File: config.mk
export PLATFORM = sky130hd
export DESIGN_NAME = sxsa_alu
export DESIGN_NICKNAME = d
export VERILOG_FILES = /design/src/verilog/sxsa_pkg.sv /design/src/verilog/sxsa_nib_sub.sv /design/src/verilog/sxsa_alu.sv
export SDC_FILE = /design/constraint.sdc
export NUM_CORES = 1
export LEC_CHECK = 0
export BUFFER_PORTS_ARGS = -buffer_cell sky130_fd_sc_hd__clkbuf_2
export CAP_MARGIN = 30
export CORE_AREA = 5 5 75 77
export CTS_CLUSTER_DIAMETER = 80
export DETAILED_ROUTE_END_ITERATION = 10
export DIE_AREA = 0 0 80 82
export PLACE_DENSITY = 0.66
export SLEW_MARGIN = 20
export SYNTH_ARGS = -nofsm -noshare
export SYNTH_HDL_FRONTEND = slang
export SYNTH_SLANG_ARGS = --single-unit
export TNS_END_PERCENT = 100
File: constraint.sdc
create_clock -name i_core_clk -period 7.93 [get_ports i_core_clk]
set_clock_uncertainty 0.1 [all_clocks]
set_input_delay 2.379 -clock i_core_clk [delete_from_list [all_inputs] [get_ports i_core_clk]]
set_output_delay 2.379 -clock i_core_clk [all_outputs]
set_load 0.01 [all_outputs]
File: src/verilog/sxsa_pkg.sv
// package: opcodes, widths and reset values for the byte alu datapath
package sxsa_pkg;
    localparam int          DATA_W       = 8;
    localparam int          ADDR_W       = 7;
    localparam int          NIB_LO_MSB   = 3;
    localparam int          NIB_HI_LSB   = 4;
    localparam logic        DEST_WORK    = 1'b0;
    localparam logic        DEST_FILE    = 1'b1;
    localparam logic [7:0]  WORK_RST     = 8'h00;
    localparam logic        FLAG_RST     = 1'b0;
    localparam logic [6:0]  ADDR_RST     = 7'h00;

    typedef enum logic [1:0] {
        OP_SUBTRACT_WORK_FROM_FILE,
        OP_XOR_LITERAL_INTO_WORK,
        OP_EXCHANGE_FILE_NIBBLES,
        OP_XOR_WORK_WITH_FILE
    } sxsa_op_e;
endpackage : sxsa_pkg

File: src/verilog/sxsa_nib_sub.sv
// module: W-bit subtractor (nibble-wide by default) giving difference and no-borrow
`timescale 1ns/1ps
module sxsa_nib_sub #(
    parameter int W = 4
) (
    // operands
    input  wire logic [W-1:0] i_min,
    input  wire logic [W-1:0] i_sub,
    // results
    output logic      [W-1:0] o_diff,
    output logic              o_no_borrow
);
    logic [W:0] full;

    always_comb
    begin
        // extended add of the inverted subtrahend: carry out is no-borrow
        full        = {1'b0, i_min} + {1'b0, ~i_sub} + {{W{1'b0}}, 1'b1};
        o_diff      = full[W-1:0];
        o_no_borrow = full[W];
    end
endmodule : sxsa_nib_sub

File: src/verilog/sxsa_alu.sv
// module: execution datapath for subtract, xor and nibble exchange
//
// Operation
// - subtract_work_from_file gives the addressed byte (address 0..127) minus work, two's complement.
// - for the subtraction, dest 0 writes work and dest 1 writes the addressed byte.
// - after subtraction carry is 0 when work exceeds the byte, else 1, digit carry likewise on bits 3:0, and zero updates.
// - xor_literal_into_work xors work with the 8-bit literal, always writes work, and only touches zero.
// - exchange_file_nibbles swaps bits 3:0 and 7:4 of the byte and leaves all flags alone.
// - for the nibble exchange, dest 0 writes work and dest 1 writes the addressed byte.
// - xor_work_with_file xors work with the byte, updates only zero, and keeps carry and digit carry.
// - for the file xor, dest 0 writes work and dest 1 writes the addressed byte.
`timescale 1ns/1ps
module sxsa_alu #(
    parameter int DW = sxsa_pkg::DATA_W,
    parameter int AW = sxsa_pkg::ADDR_W
) (
    // clock and reset
    input  wire logic              i_core_clk,
    input  wire logic              i_nrst,
    // instruction from the decoder
    input  wire logic              i_exec,
    input  wire sxsa_pkg::sxsa_op_e i_op,
    input  wire logic              i_dest,
    input  wire logic [AW-1:0]     i_addr,
    input  wire logic [DW-1:0]     i_literal,
    // operand read from data memory
    input  wire logic [DW-1:0]     i_file_data,
    // working register and status
    output logic      [DW-1:0]     o_work,
    output logic                   o_carry,
    output logic                   o_digit_carry_flag,
    output logic                   o_zero,
    // file write-back
    output logic                   o_file_we,
    output logic      [AW-1:0]     o_file_addr,
    output logic      [DW-1:0]     o_file_wdata
);
    typedef struct packed {
        logic [DW-1:0] work;
        logic          carry;
        logic          dc;
        logic          zero;
        logic          we;
        logic [AW-1:0] waddr;
        logic [DW-1:0] wdata;
    } sxsa_state_s;

    sxsa_state_s st_r;
    sxsa_state_s st_nxt;

    logic [DW-1:0] diff;
    logic          no_borrow;
    logic          lo_no_borrow;
    logic [DW-1:0] result;
    logic          to_file;
    logic          upd_cdc;
    logic          upd_z;

    // full byte and low nibble share one module so both borrows stay consistent
    sxsa_nib_sub #(.W(DW)) u_sub_byte (
        .i_min       (i_file_data),
        .i_sub       (st_r.work),
        .o_diff      (diff),
        .o_no_borrow (no_borrow)
    );

    // low nibble: only its borrow is wanted, it becomes the digit carry
    sxsa_nib_sub #(.W(4)) u_sub_low (
        .i_min       (i_file_data[sxsa_pkg::NIB_LO_MSB:0]),
        .i_sub       (st_r.work[sxsa_pkg::NIB_LO_MSB:0]),
        .o_diff      (),
        .o_no_borrow (lo_no_borrow)
    );

    always_comb
    begin
        st_nxt  = st_r;
        result  = '0;
        to_file = 1'b0;
        upd_cdc = 1'b0;
        upd_z   = 1'b0;
        st_nxt.we = 1'b0;
        case (i_op)
            sxsa_pkg::OP_SUBTRACT_WORK_FROM_FILE:
            begin
                result  = diff;
                to_file = (i_dest == sxsa_pkg::DEST_FILE);
                upd_cdc = 1'b1;
                upd_z   = 1'b1;
            end
            sxsa_pkg::OP_XOR_LITERAL_INTO_WORK:
            begin
                result  = st_r.work ^ i_literal;
                to_file = 1'b0;
                upd_z   = 1'b1;
            end
            sxsa_pkg::OP_EXCHANGE_FILE_NIBBLES:
            begin
                result  = {i_file_data[sxsa_pkg::NIB_LO_MSB:0],
                           i_file_data[DW-1:sxsa_pkg::NIB_HI_LSB]};
                to_file = (i_dest == sxsa_pkg::DEST_FILE);
            end
            sxsa_pkg::OP_XOR_WORK_WITH_FILE:
            begin
                result  = st_r.work ^ i_file_data;
                to_file = (i_dest == sxsa_pkg::DEST_FILE);
                upd_z   = 1'b1;
            end
            default:
            begin
                result = st_r.work;
            end
        endcase
        if (i_exec)
        begin
            if (to_file)
            begin
                st_nxt.we    = 1'b1;
                st_nxt.waddr = i_addr;
                st_nxt.wdata = result;
            end
            else
            begin
                st_nxt.work = result;
            end
            if (upd_cdc)
            begin
                st_nxt.carry = no_borrow;
                st_nxt.dc    = lo_no_borrow;
            end
            if (upd_z)
            begin
                st_nxt.zero = (result == '0);
            end
        end
    end

    always_ff @(posedge i_core_clk)
    begin
        if (!i_nrst)
        begin
            st_r.work  <= sxsa_pkg::WORK_RST;
            st_r.carry <= sxsa_pkg::FLAG_RST;
            st_r.dc    <= sxsa_pkg::FLAG_RST;
            st_r.zero  <= sxsa_pkg::FLAG_RST;
            st_r.we    <= 1'b0;
            st_r.waddr <= sxsa_pkg::ADDR_RST;
            st_r.wdata <= sxsa_pkg::WORK_RST;
        end
        else
        begin
            st_r <= st_nxt;
        end
    end

    assign o_work             = st_r.work;
    assign o_carry            = st_r.carry;
    assign o_digit_carry_flag = st_r.dc;
    assign o_zero             = st_r.zero;
    assign o_file_we          = st_r.we;
    assign o_file_addr        = st_r.waddr;
    assign o_file_wdata       = st_r.wdata;
endmodule : sxsa_alu

==> flow_summary.ini, run 1 <==
[final_layout]
multiInputGateArea_mm2 = 0.00100
antenna_cells = 0
layout-drive-gt1-share_pct = 22.9
regArea_um2 = 541
finalNetCount = 301
syn_to_final_growth_pct = 21.4
num-fill-cells = 551
final_common_cell = clkbuf_2
final_cell_mix = clkbuf_2, nand2_1, dfxtp_1
fin_area_mm2 = 0.00201
final_util_pct = 40.7

[routing]
vias_per_cell = 4.98
num_vias = 1652
drtPass1Iterations = 4
drt-met1-wl_mm = 2.05
dr_wl_met3_um = 316
wl_met2_mm = 2.09
drtIter0Drc = 124
route.detailed.drc = 0
routed_wirelength_mm = 4.61
wl_per_cell_um = 13.9
dr.max_layer_used = met4
postRouteAntennaNets = 0

[power]
p_switching_uw = 108
powerDensity_mw_per_mm2 = 164
switching_share_pct = 32.9
p_leak_uw = 0.000896
power.share.clock_pct = 24.5
p_int_uw = 221
peakVddDrop_uv = 84.9
seq_power_share_pct = 45.3
p_comb_share_pct = 30.2

[min_path]
hold_path_depth = 2
hp-class = reg -> reg
worstHoldStart = o_file_addr[5]
worstHoldEndpoint = o_file_addr[5]

[worst_setup_path]
critPathLaunchType = input port
crit_path_cell_trace = clkbuf_2, inv_1, ha_1, fa_1, nor2_1, a211oi_1, a21oi_1, or3_1, or4_1, o41ai_2
r2r_cells = 8
cp.required_ns = 8.02
crit_start = i_file_data[0]
cp_max_fo = 3
cp_num_buf_inv = 2
cp.arrival_ns = 4.53
crit_slowest_cell = fa_1
rr_startpoint = o_work[0]
reg2reg_setup_slack_ns = 5.38
path_class = in -> reg
r2r_end = o_zero
crit_family = simple AND/OR/NAND/NOR gates
max_stage_delay_ns = 0.48
end_kind = flip-flop

[placed_design]
hpwl_mm = 3.60
port_buffers = 55
gp_congestion = 0.934
post_dp_cell_area_mm2 = 0.00197

[clocking]
cts_root_buf = clkbuf_8
h-tree-depth = 1
postCtsSetupBuffers = 0
cts_tree = yes
clock_latency_ns = 0.27
cts-resized-gates = 0
cts_hold_buf = 0
tritoncts_num_sinks = 27
path_clk_slew_ns = 0.09
cts_made_buffers = 3
cts_buffer_depth = 2

[timing]
max-slew-margin-rel_pct = 48.1
max_freq_mhz = 225
finalCritPeriodShare_pct = 56.1
maxSlewViolCount = 0
post-route-min-period_ns = 4.45
setup_violations = 0
finalSetupTns_ns = 0
hold_viol = 0
worst_pin_slew_ns = 0.777
rsz0062_at_grt = false

[yosys]
ys.flop_type = dfxtp_1
synth_top_family_by_area = compound AO/OA/AOI/OAI gates
synth.net_count = 252
synth_adder_area_share_pct = 7.25
synth_compound_area_share_pct = 25.8
synth_xor_area_share_pct = 4.23
syn_area_mm2 = 0.00166
async_flop_share_pct = 0
ys_ff_latch = 27
synth_top_cell_area_share_pct = 32.6
synth.area.top_cells = dfxtp_1, a21oi_1, nand2_1
yosys.area.top_type = dfxtp_1
yosysWarningCount = 0
ys_types = 42
yosys.area_share.simple_pct = 18.4
synth_edf_count = 0
synth_cells = 214
avgSynthCellArea_um2 = 7.74
ys_seq_area_share_pct = 32.6
synth_mux_area_share_pct = 4.83

[global_route]
grt_pass1_wl_mm = 7.57
grt_usage_pct = 14.6
grt_pass1_vias = 1686
antenna_found_initial = 0
grt_max_degree = 25
grt-ovfl-total = 0

[floorplan]
dieWidth_um = 80
fp.dieArea_mm2 = 0.00656
start_util_pct = 33.5
placement_rows = 26
ios = 56
die_h_um = 82
core-area_mm2 = 0.00494

[run]
cap_viol_max_count = 0

[run_status]
status = complete, no violations
cell families (layout without fill, tap and decap cells):
kind of cell / after synthesis / in the layout
muxes: 8 / 8
AOI/OAI and AO/OA: 64 / 64
buffers and inverters: 27 / 75
and+or+nand+nor: 71 / 71
xor gates and xnor gates: 8 / 8
adders and majority gates: 9 / 9
DFF: 27 / 27
per-layer routing:
metal	track usage [%]	up-vias
met1	17.8	747
met2	24.4	51
met4	6.08	0
met3	3.62	13
li1	-	841
met5	0	-
worst max-delay path by stage:
stage | end | cells past startpoint
6_report | o_zero | 10
5_1_grt | o_zero | 10
4_1_cts | o_zero | 10
3_5_place_dp | o_zero | 10
3_3_place_gp | o_zero | 10
2_1_floorplan | o_zero | 9
state kept, by name (all words and copies together) (netlist names):
name	flops
o_carry	1
o_file_we	1
o_work	8
o_file_wdata	8
o_digit_carry_flag	1
o_file_addr	7
o_zero	1
metrics by stage:
step                std cells  hold WS (ns)  worst slack (ns)  total power [uW]
floorplan                 214         0.381              3.45               221
global placement          328         0.341              3.23               251
detailed placement        328         0.349              3.18               252
CTS                       332         0.364              3.48               333
global route              332         0.377              3.34               353
finish                    332         0.362              3.48               329
cell type report:
cell class / count / area share [%]
Tap cell: 70 / 4.36
Sequential cell: 27 / 26.9
Timing Repair Buffer: 55 / 13.7
Inverter: 16 / 2.99
Clock buffer: 4 / 2.24
Multi-Input combinational cell: 160 / 49.8
cells in the mapped netlist (all sizes together) (4+ instances only):
master / instances
clkbuf: 8
a21oi: 24
mux2i: 8
xnor2: 8
nor2: 25
nor3: 4
dfxtp: 27
o21ai: 10
inv: 16
a211oi: 10
ha: 8
nand2: 29
worst register-to-register path: stages, from the launching register on:
cell and delay, ns:
dfxtp_1 0.36, ha_1 0.21, fa_1 0.48, nor2_1 0.04, a211oi_1 0.21, a21oi_1 0.11, or3_1 0.32, or4_1 0.42
o41ai_2 0.19
power by group through the flow:
stage          clock [uW]  sequential (uW)  combinational [uW]
6_report             80.7              149                99.4
2_1_floorplan           0              156                65.4
3_3_place_gp            0              152                98.1
4_1_cts              84.0              150                99.9
5_1_grt              90.0              151                 112
3_5_place_dp            0              153                99.2
No activity file was read; power rests on OpenSTA's default activity.
==> inputs of run 2 (changes only) <==
==> constraint.sdc (replaced) <==
create_clock -name i_core_clk -period 4.6 [get_ports i_core_clk]
set_clock_uncertainty 0.1 [all_clocks]
set_input_delay 1.38 -clock i_core_clk [delete_from_list [all_inputs] [get_ports i_core_clk]]
set_output_delay 1.38 -clock i_core_clk [all_outputs]
set_load 0.01 [all_outputs]
==> flow_summary.ini, run 2 (same netlist as run 1, synthesis figures left out) <==
[min_path]
worstHoldEndpoint = o_file_addr[3]
hold_path_depth = 2
hp-class = reg -> reg
worstHoldStart = o_file_addr[3]

[routing]
route.detailed.drc = 0
drtPass1Iterations = 4
postRouteAntennaNets = 0
wl_per_cell_um = 13.8
routed_wirelength_mm = 4.58
num_vias = 1669
drtIter0Drc = 121
vias_per_cell = 5.03

[timing]
finalCritPeriodShare_pct = 75.2
finalWorstSetupSlack_ns = 1.14
setup_violations = 0
worst_pin_slew_ns = 0.799
maxSlewViolCount = 0
hold_viol = 0
max_freq_mhz = 289
post-route-min-period_ns = 3.46
rsz0062_at_grt = false
finalSetupTns_ns = 0
holdWs_ns = 0.362
max-slew-margin-rel_pct = 46.7

[clocking]
cts_root_buf = clkbuf_8
postCtsSetupBuffers = 0
tritoncts_num_sinks = 27
cts-resized-gates = 0
clock_latency_ns = 0.27
cts_buffer_depth = 2
path_clk_slew_ns = 0.09
h-tree-depth = 1
cts_hold_buf = 0
cts_tree = yes
cts_made_buffers = 3

[final_layout]
antenna_cells = 0
finalNetCount = 301
final_common_cell = clkbuf_2
fin_area_mm2 = 0.00201
syn_to_final_growth_pct = 21.4
layout-drive-gt1-share_pct = 22.9
final_cell_mix = clkbuf_2, nand2_1, dfxtp_1

[global_route]
grt_usage_pct = 14.3
grt_pass1_wl_mm = 7.53
grt-ovfl-total = 0
grt_pass1_vias = 1670
antenna_found_initial = 0
grt_max_degree = 25

[run]
cap_viol_max_count = 0

[worst_setup_path]
rr_startpoint = o_work[0]
crit_start = i_file_data[0]
r2r_cells = 8
reg2reg_setup_slack_ns = 2.05
r2r_end = o_zero
critPathLaunchType = input port
path_class = in -> reg
cp.required_ns = 4.68
end_kind = flip-flop
cp.arrival_ns = 3.54
cp_max_fo = 3

[run_status]
status = complete, no violations

[floorplan]
dieWidth_um = 80
die_h_um = 82
fp.dieArea_mm2 = 0.00656
ios = 56
placement_rows = 26
core-area_mm2 = 0.00494
start_util_pct = 33.5

[placed_design]
gp_congestion = 0.934
port_buffers = 55
post_dp_cell_area_mm2 = 0.00197
hpwl_mm = 3.57
pre_cts_ws_ns = 0.842

[power]
p_total_uw = 565
powerDensity_mw_per_mm2 = 281
peakVddDrop_uv = 130
p_leak_uw = 0.000896
run 2: how the worst max path moves through the flow:
stage	endpoint	slack, ns
4_1_cts	o_zero	1.14
3_3_place_gp	o_zero	0.90
3_5_place_dp	o_zero	0.84
5_1_grt	o_zero	0.99
6_report	o_zero	1.14
2_1_floorplan	o_zero	1.12
run 2: where the power goes:
part,internal [uW],switching [uW]
Sequential,248,9.73
Clock,62.0,74.1
Combinational,71.0,101
run 2: per-layer routing:
layer / part of all wire, % / vias to the layer above / track usage [%]
met4: 1.5 / 0 / 3.89
met5: 0 / - / 0
li1: - / 843 / -
met2: 46 / 51 / 24.5
met1: 45 / 767 / 17.5
met3: 7.6 / 8 / 4.06
run 2: through the flow:
stage | utilization [%] | std cells
floorplan | - | 214
global placement | 39.8 | 328
detailed placement | 39.8 | 328
CTS | 40.7 | 332
global route | 40.7 | 332
finish | 40.7 | 332
run 2: worst max-delay path: stages:
cell      delay [ns]
clkbuf_2        0.09
inv_1           0.06
ha_1            0.21
fa_1            0.48
nor2_1          0.04
a211oi_1        0.21
a21oi_1         0.11
or3_1           0.33
or4_1           0.42
o41ai_2         0.19
run 2: cell type report:
| cell class | instances | area, um2 |
|---|---|---|
| multi-input combinational | 160 | 1000 |
| tap | 70 | 87.6 |
| clock buffer | 4 | 45.0 |
| fill | 547 | 2930 |
| inverter | 16 | 60.1 |
| timing repair buffer | 55 | 275 |
| sequential | 27 | 541 |
==> inputs of run 3 (changes only) <==
--- a/config.mk
+++ b/config.mk
@@ -11,7 +11,7 @@
 export CTS_CLUSTER_DIAMETER = 80
 export DETAILED_ROUTE_END_ITERATION = 10
 export DIE_AREA = 0 0 80 82
-export PLACE_DENSITY = 0.66
+export PLACE_DENSITY = 0.68
 export SLEW_MARGIN = 20
 export SYNTH_ARGS = -nofsm -noshare
 export SYNTH_HDL_FRONTEND = slang
==> constraint.sdc (replaced) <==
create_clock -name i_core_clk -period 2.8 [get_ports i_core_clk]
set_clock_uncertainty 0.1 [all_clocks]
set_input_delay 0.84 -clock i_core_clk [delete_from_list [all_inputs] [get_ports i_core_clk]]
set_output_delay 0.84 -clock i_core_clk [all_outputs]
set_load 0.01 [all_outputs]
==> flow_summary.ini, run 3 (same netlist as run 1, synthesis figures left out) <==
[routing]
vias_per_cell = 4.89
drtIter0Drc = 125
postRouteAntennaNets = 0
routed_wirelength_mm = 4.69
drtPass1Iterations = 4
route.detailed.drc = 0
num_vias = 1727
wl_per_cell_um = 13.3

[placed_design]
hpwl_mm = 3.80
dpl.cell_count = 349
port_buffers = 55
gp_congestion = 0.954

[final_layout]
layout-drive-gt1-share_pct = 30.0
regArea_um2 = 541
stdcell_count = 353
final_cell_mix = clkbuf_2, nand2_1, dfxtp_1
finalNetCount = 322
multiInputGateArea_mm2 = 0.00103
final_common_cell = clkbuf_2
syn_to_final_growth_pct = 32.9
num-fill-cells = 534
antenna_cells = 0

[min_path]
worstHoldStart = o_file_addr[0]
hp-class = reg -> reg
worstHoldEndpoint = o_file_addr[0]
hold_path_depth = 2

[run_status]
status = complete, no violations

[timing]
finalCritPeriodShare_pct = 97.7
post-route-min-period_ns = 2.74
holdWs_ns = 0.356
setup_violations = 0
worst_pin_slew_ns = 0.450
hold_viol = 0
finalSetupTns_ns = 0
max-slew-margin-rel_pct = 69.8
max_freq_mhz = 365
maxSlewViolCount = 0

[power]
power.share.clock_pct = 22.1
p_comb_share_pct = 34.1
powerDensity_mw_per_mm2 = 440
p_leak_uw = 0.00100
seq_power_share_pct = 43.8
p_switching_uw = 307
p_int_uw = 662
switching_share_pct = 31.7
peakVddDrop_uv = 331

[global_route]
grt_max_degree = 24
grt_pass1_wl_mm = 7.64
grt_usage_pct = 14.5
grt_pass1_vias = 1677
grt-ovfl-total = 0
antenna_found_initial = 0

[clocking]
tritoncts_num_sinks = 27
h-tree-depth = 1
cts_root_buf = clkbuf_8
cts_buffer_depth = 2
clock_latency_ns = 0.26
cts_tree = yes
cts_made_buffers = 3
cts_hold_buf = 0
cts-resized-gates = 1
postCtsSetupBuffers = 0
path_clk_slew_ns = 0.09

[worst_setup_path]
cp.arrival_ns = 2.81
rr_startpoint = o_work[0]
cp.required_ns = 2.87
end_kind = flip-flop
r2r_end = o_zero
cp_max_fo = 2
reg2reg_setup_slack_ns = 0.33
critPathLaunchType = input port
r2r_cells = 8
path_class = in -> reg

[floorplan]
ios = 56
start_util_pct = 33.5
dieWidth_um = 80
core-area_mm2 = 0.00494
die_h_um = 82
fp.dieArea_mm2 = 0.00656
placement_rows = 26

[run]
cap_viol_max_count = 0
-- run 3: cell types whose count changed in the layout (fill, tap and decap cells not counted), sizes merged --
| cell | change |
|---|---|
| clkbuf | -1 |
| buf | +22 |
-- run 3: worst max-delay path by stage --
stage               depth (start not counted)              end           start
finish                                     10           o_zero  i_file_data[0]
global route                               11  o_file_wdata[6]  i_file_data[0]
CTS                                        10           o_zero  i_file_data[0]
detailed placement                         10           o_zero  i_file_data[0]
global placement                           10           o_zero  i_file_data[0]
floorplan                                   9           o_zero  i_file_data[0]
-- run 3: worst max-delay path, stage by stage --
cell and delay [ns]:
buf_6 0.07, inv_2 0.04, ha_4 0.15, fa_1 0.47
nor2_1 0.04, a211oi_1 0.16, a21oi_1 0.10, or3_1 0.30
or4_1 0.41, o41ai_2 0.21
-- run 3: metrics by stage --
step	util [%]	worst slack, ns	power [uW]	cell area (um2)
floorplan	-	-0.0997	626	1660
global placement	42.9	-0.266	751	2120
detailed placement	42.9	-0.299	753	2120
CTS	43.9	0.0118	970	2170
global route	44.5	-0.00784	1040	2200
finish	44.5	0.0637	968	2200
-- run 3: layout make-up --
class	count	area share, %
Inverter	16	2.73
Sequential cell	27	24.5
Clock buffer	4	2.05
Tap cell	70	3.98
Timing Repair Buffer	76	19.9
Multi-Input combinational cell	160	46.8
-- run 3: per-layer routing --
metal / wire (um) / vias up / track usage [%]
li1: - / 886 / -
met1: 2100 / 781 / 17.7
met2: 2230 / 50 / 25.4
met3: 259 / 10 / 2.41
met4: 102 / 0 / 5.41
met5: 0 / - / 0
-- run 3: power by group through the flow --
stage               clock, uW  combinational [uW]  sequential [uW]
detailed placement          0                 320              433
global placement            0                 318              432
CTS                       223                 322              424
finish                    214                 330              424
global route              240                 370              428
floorplan                   0                 185              441
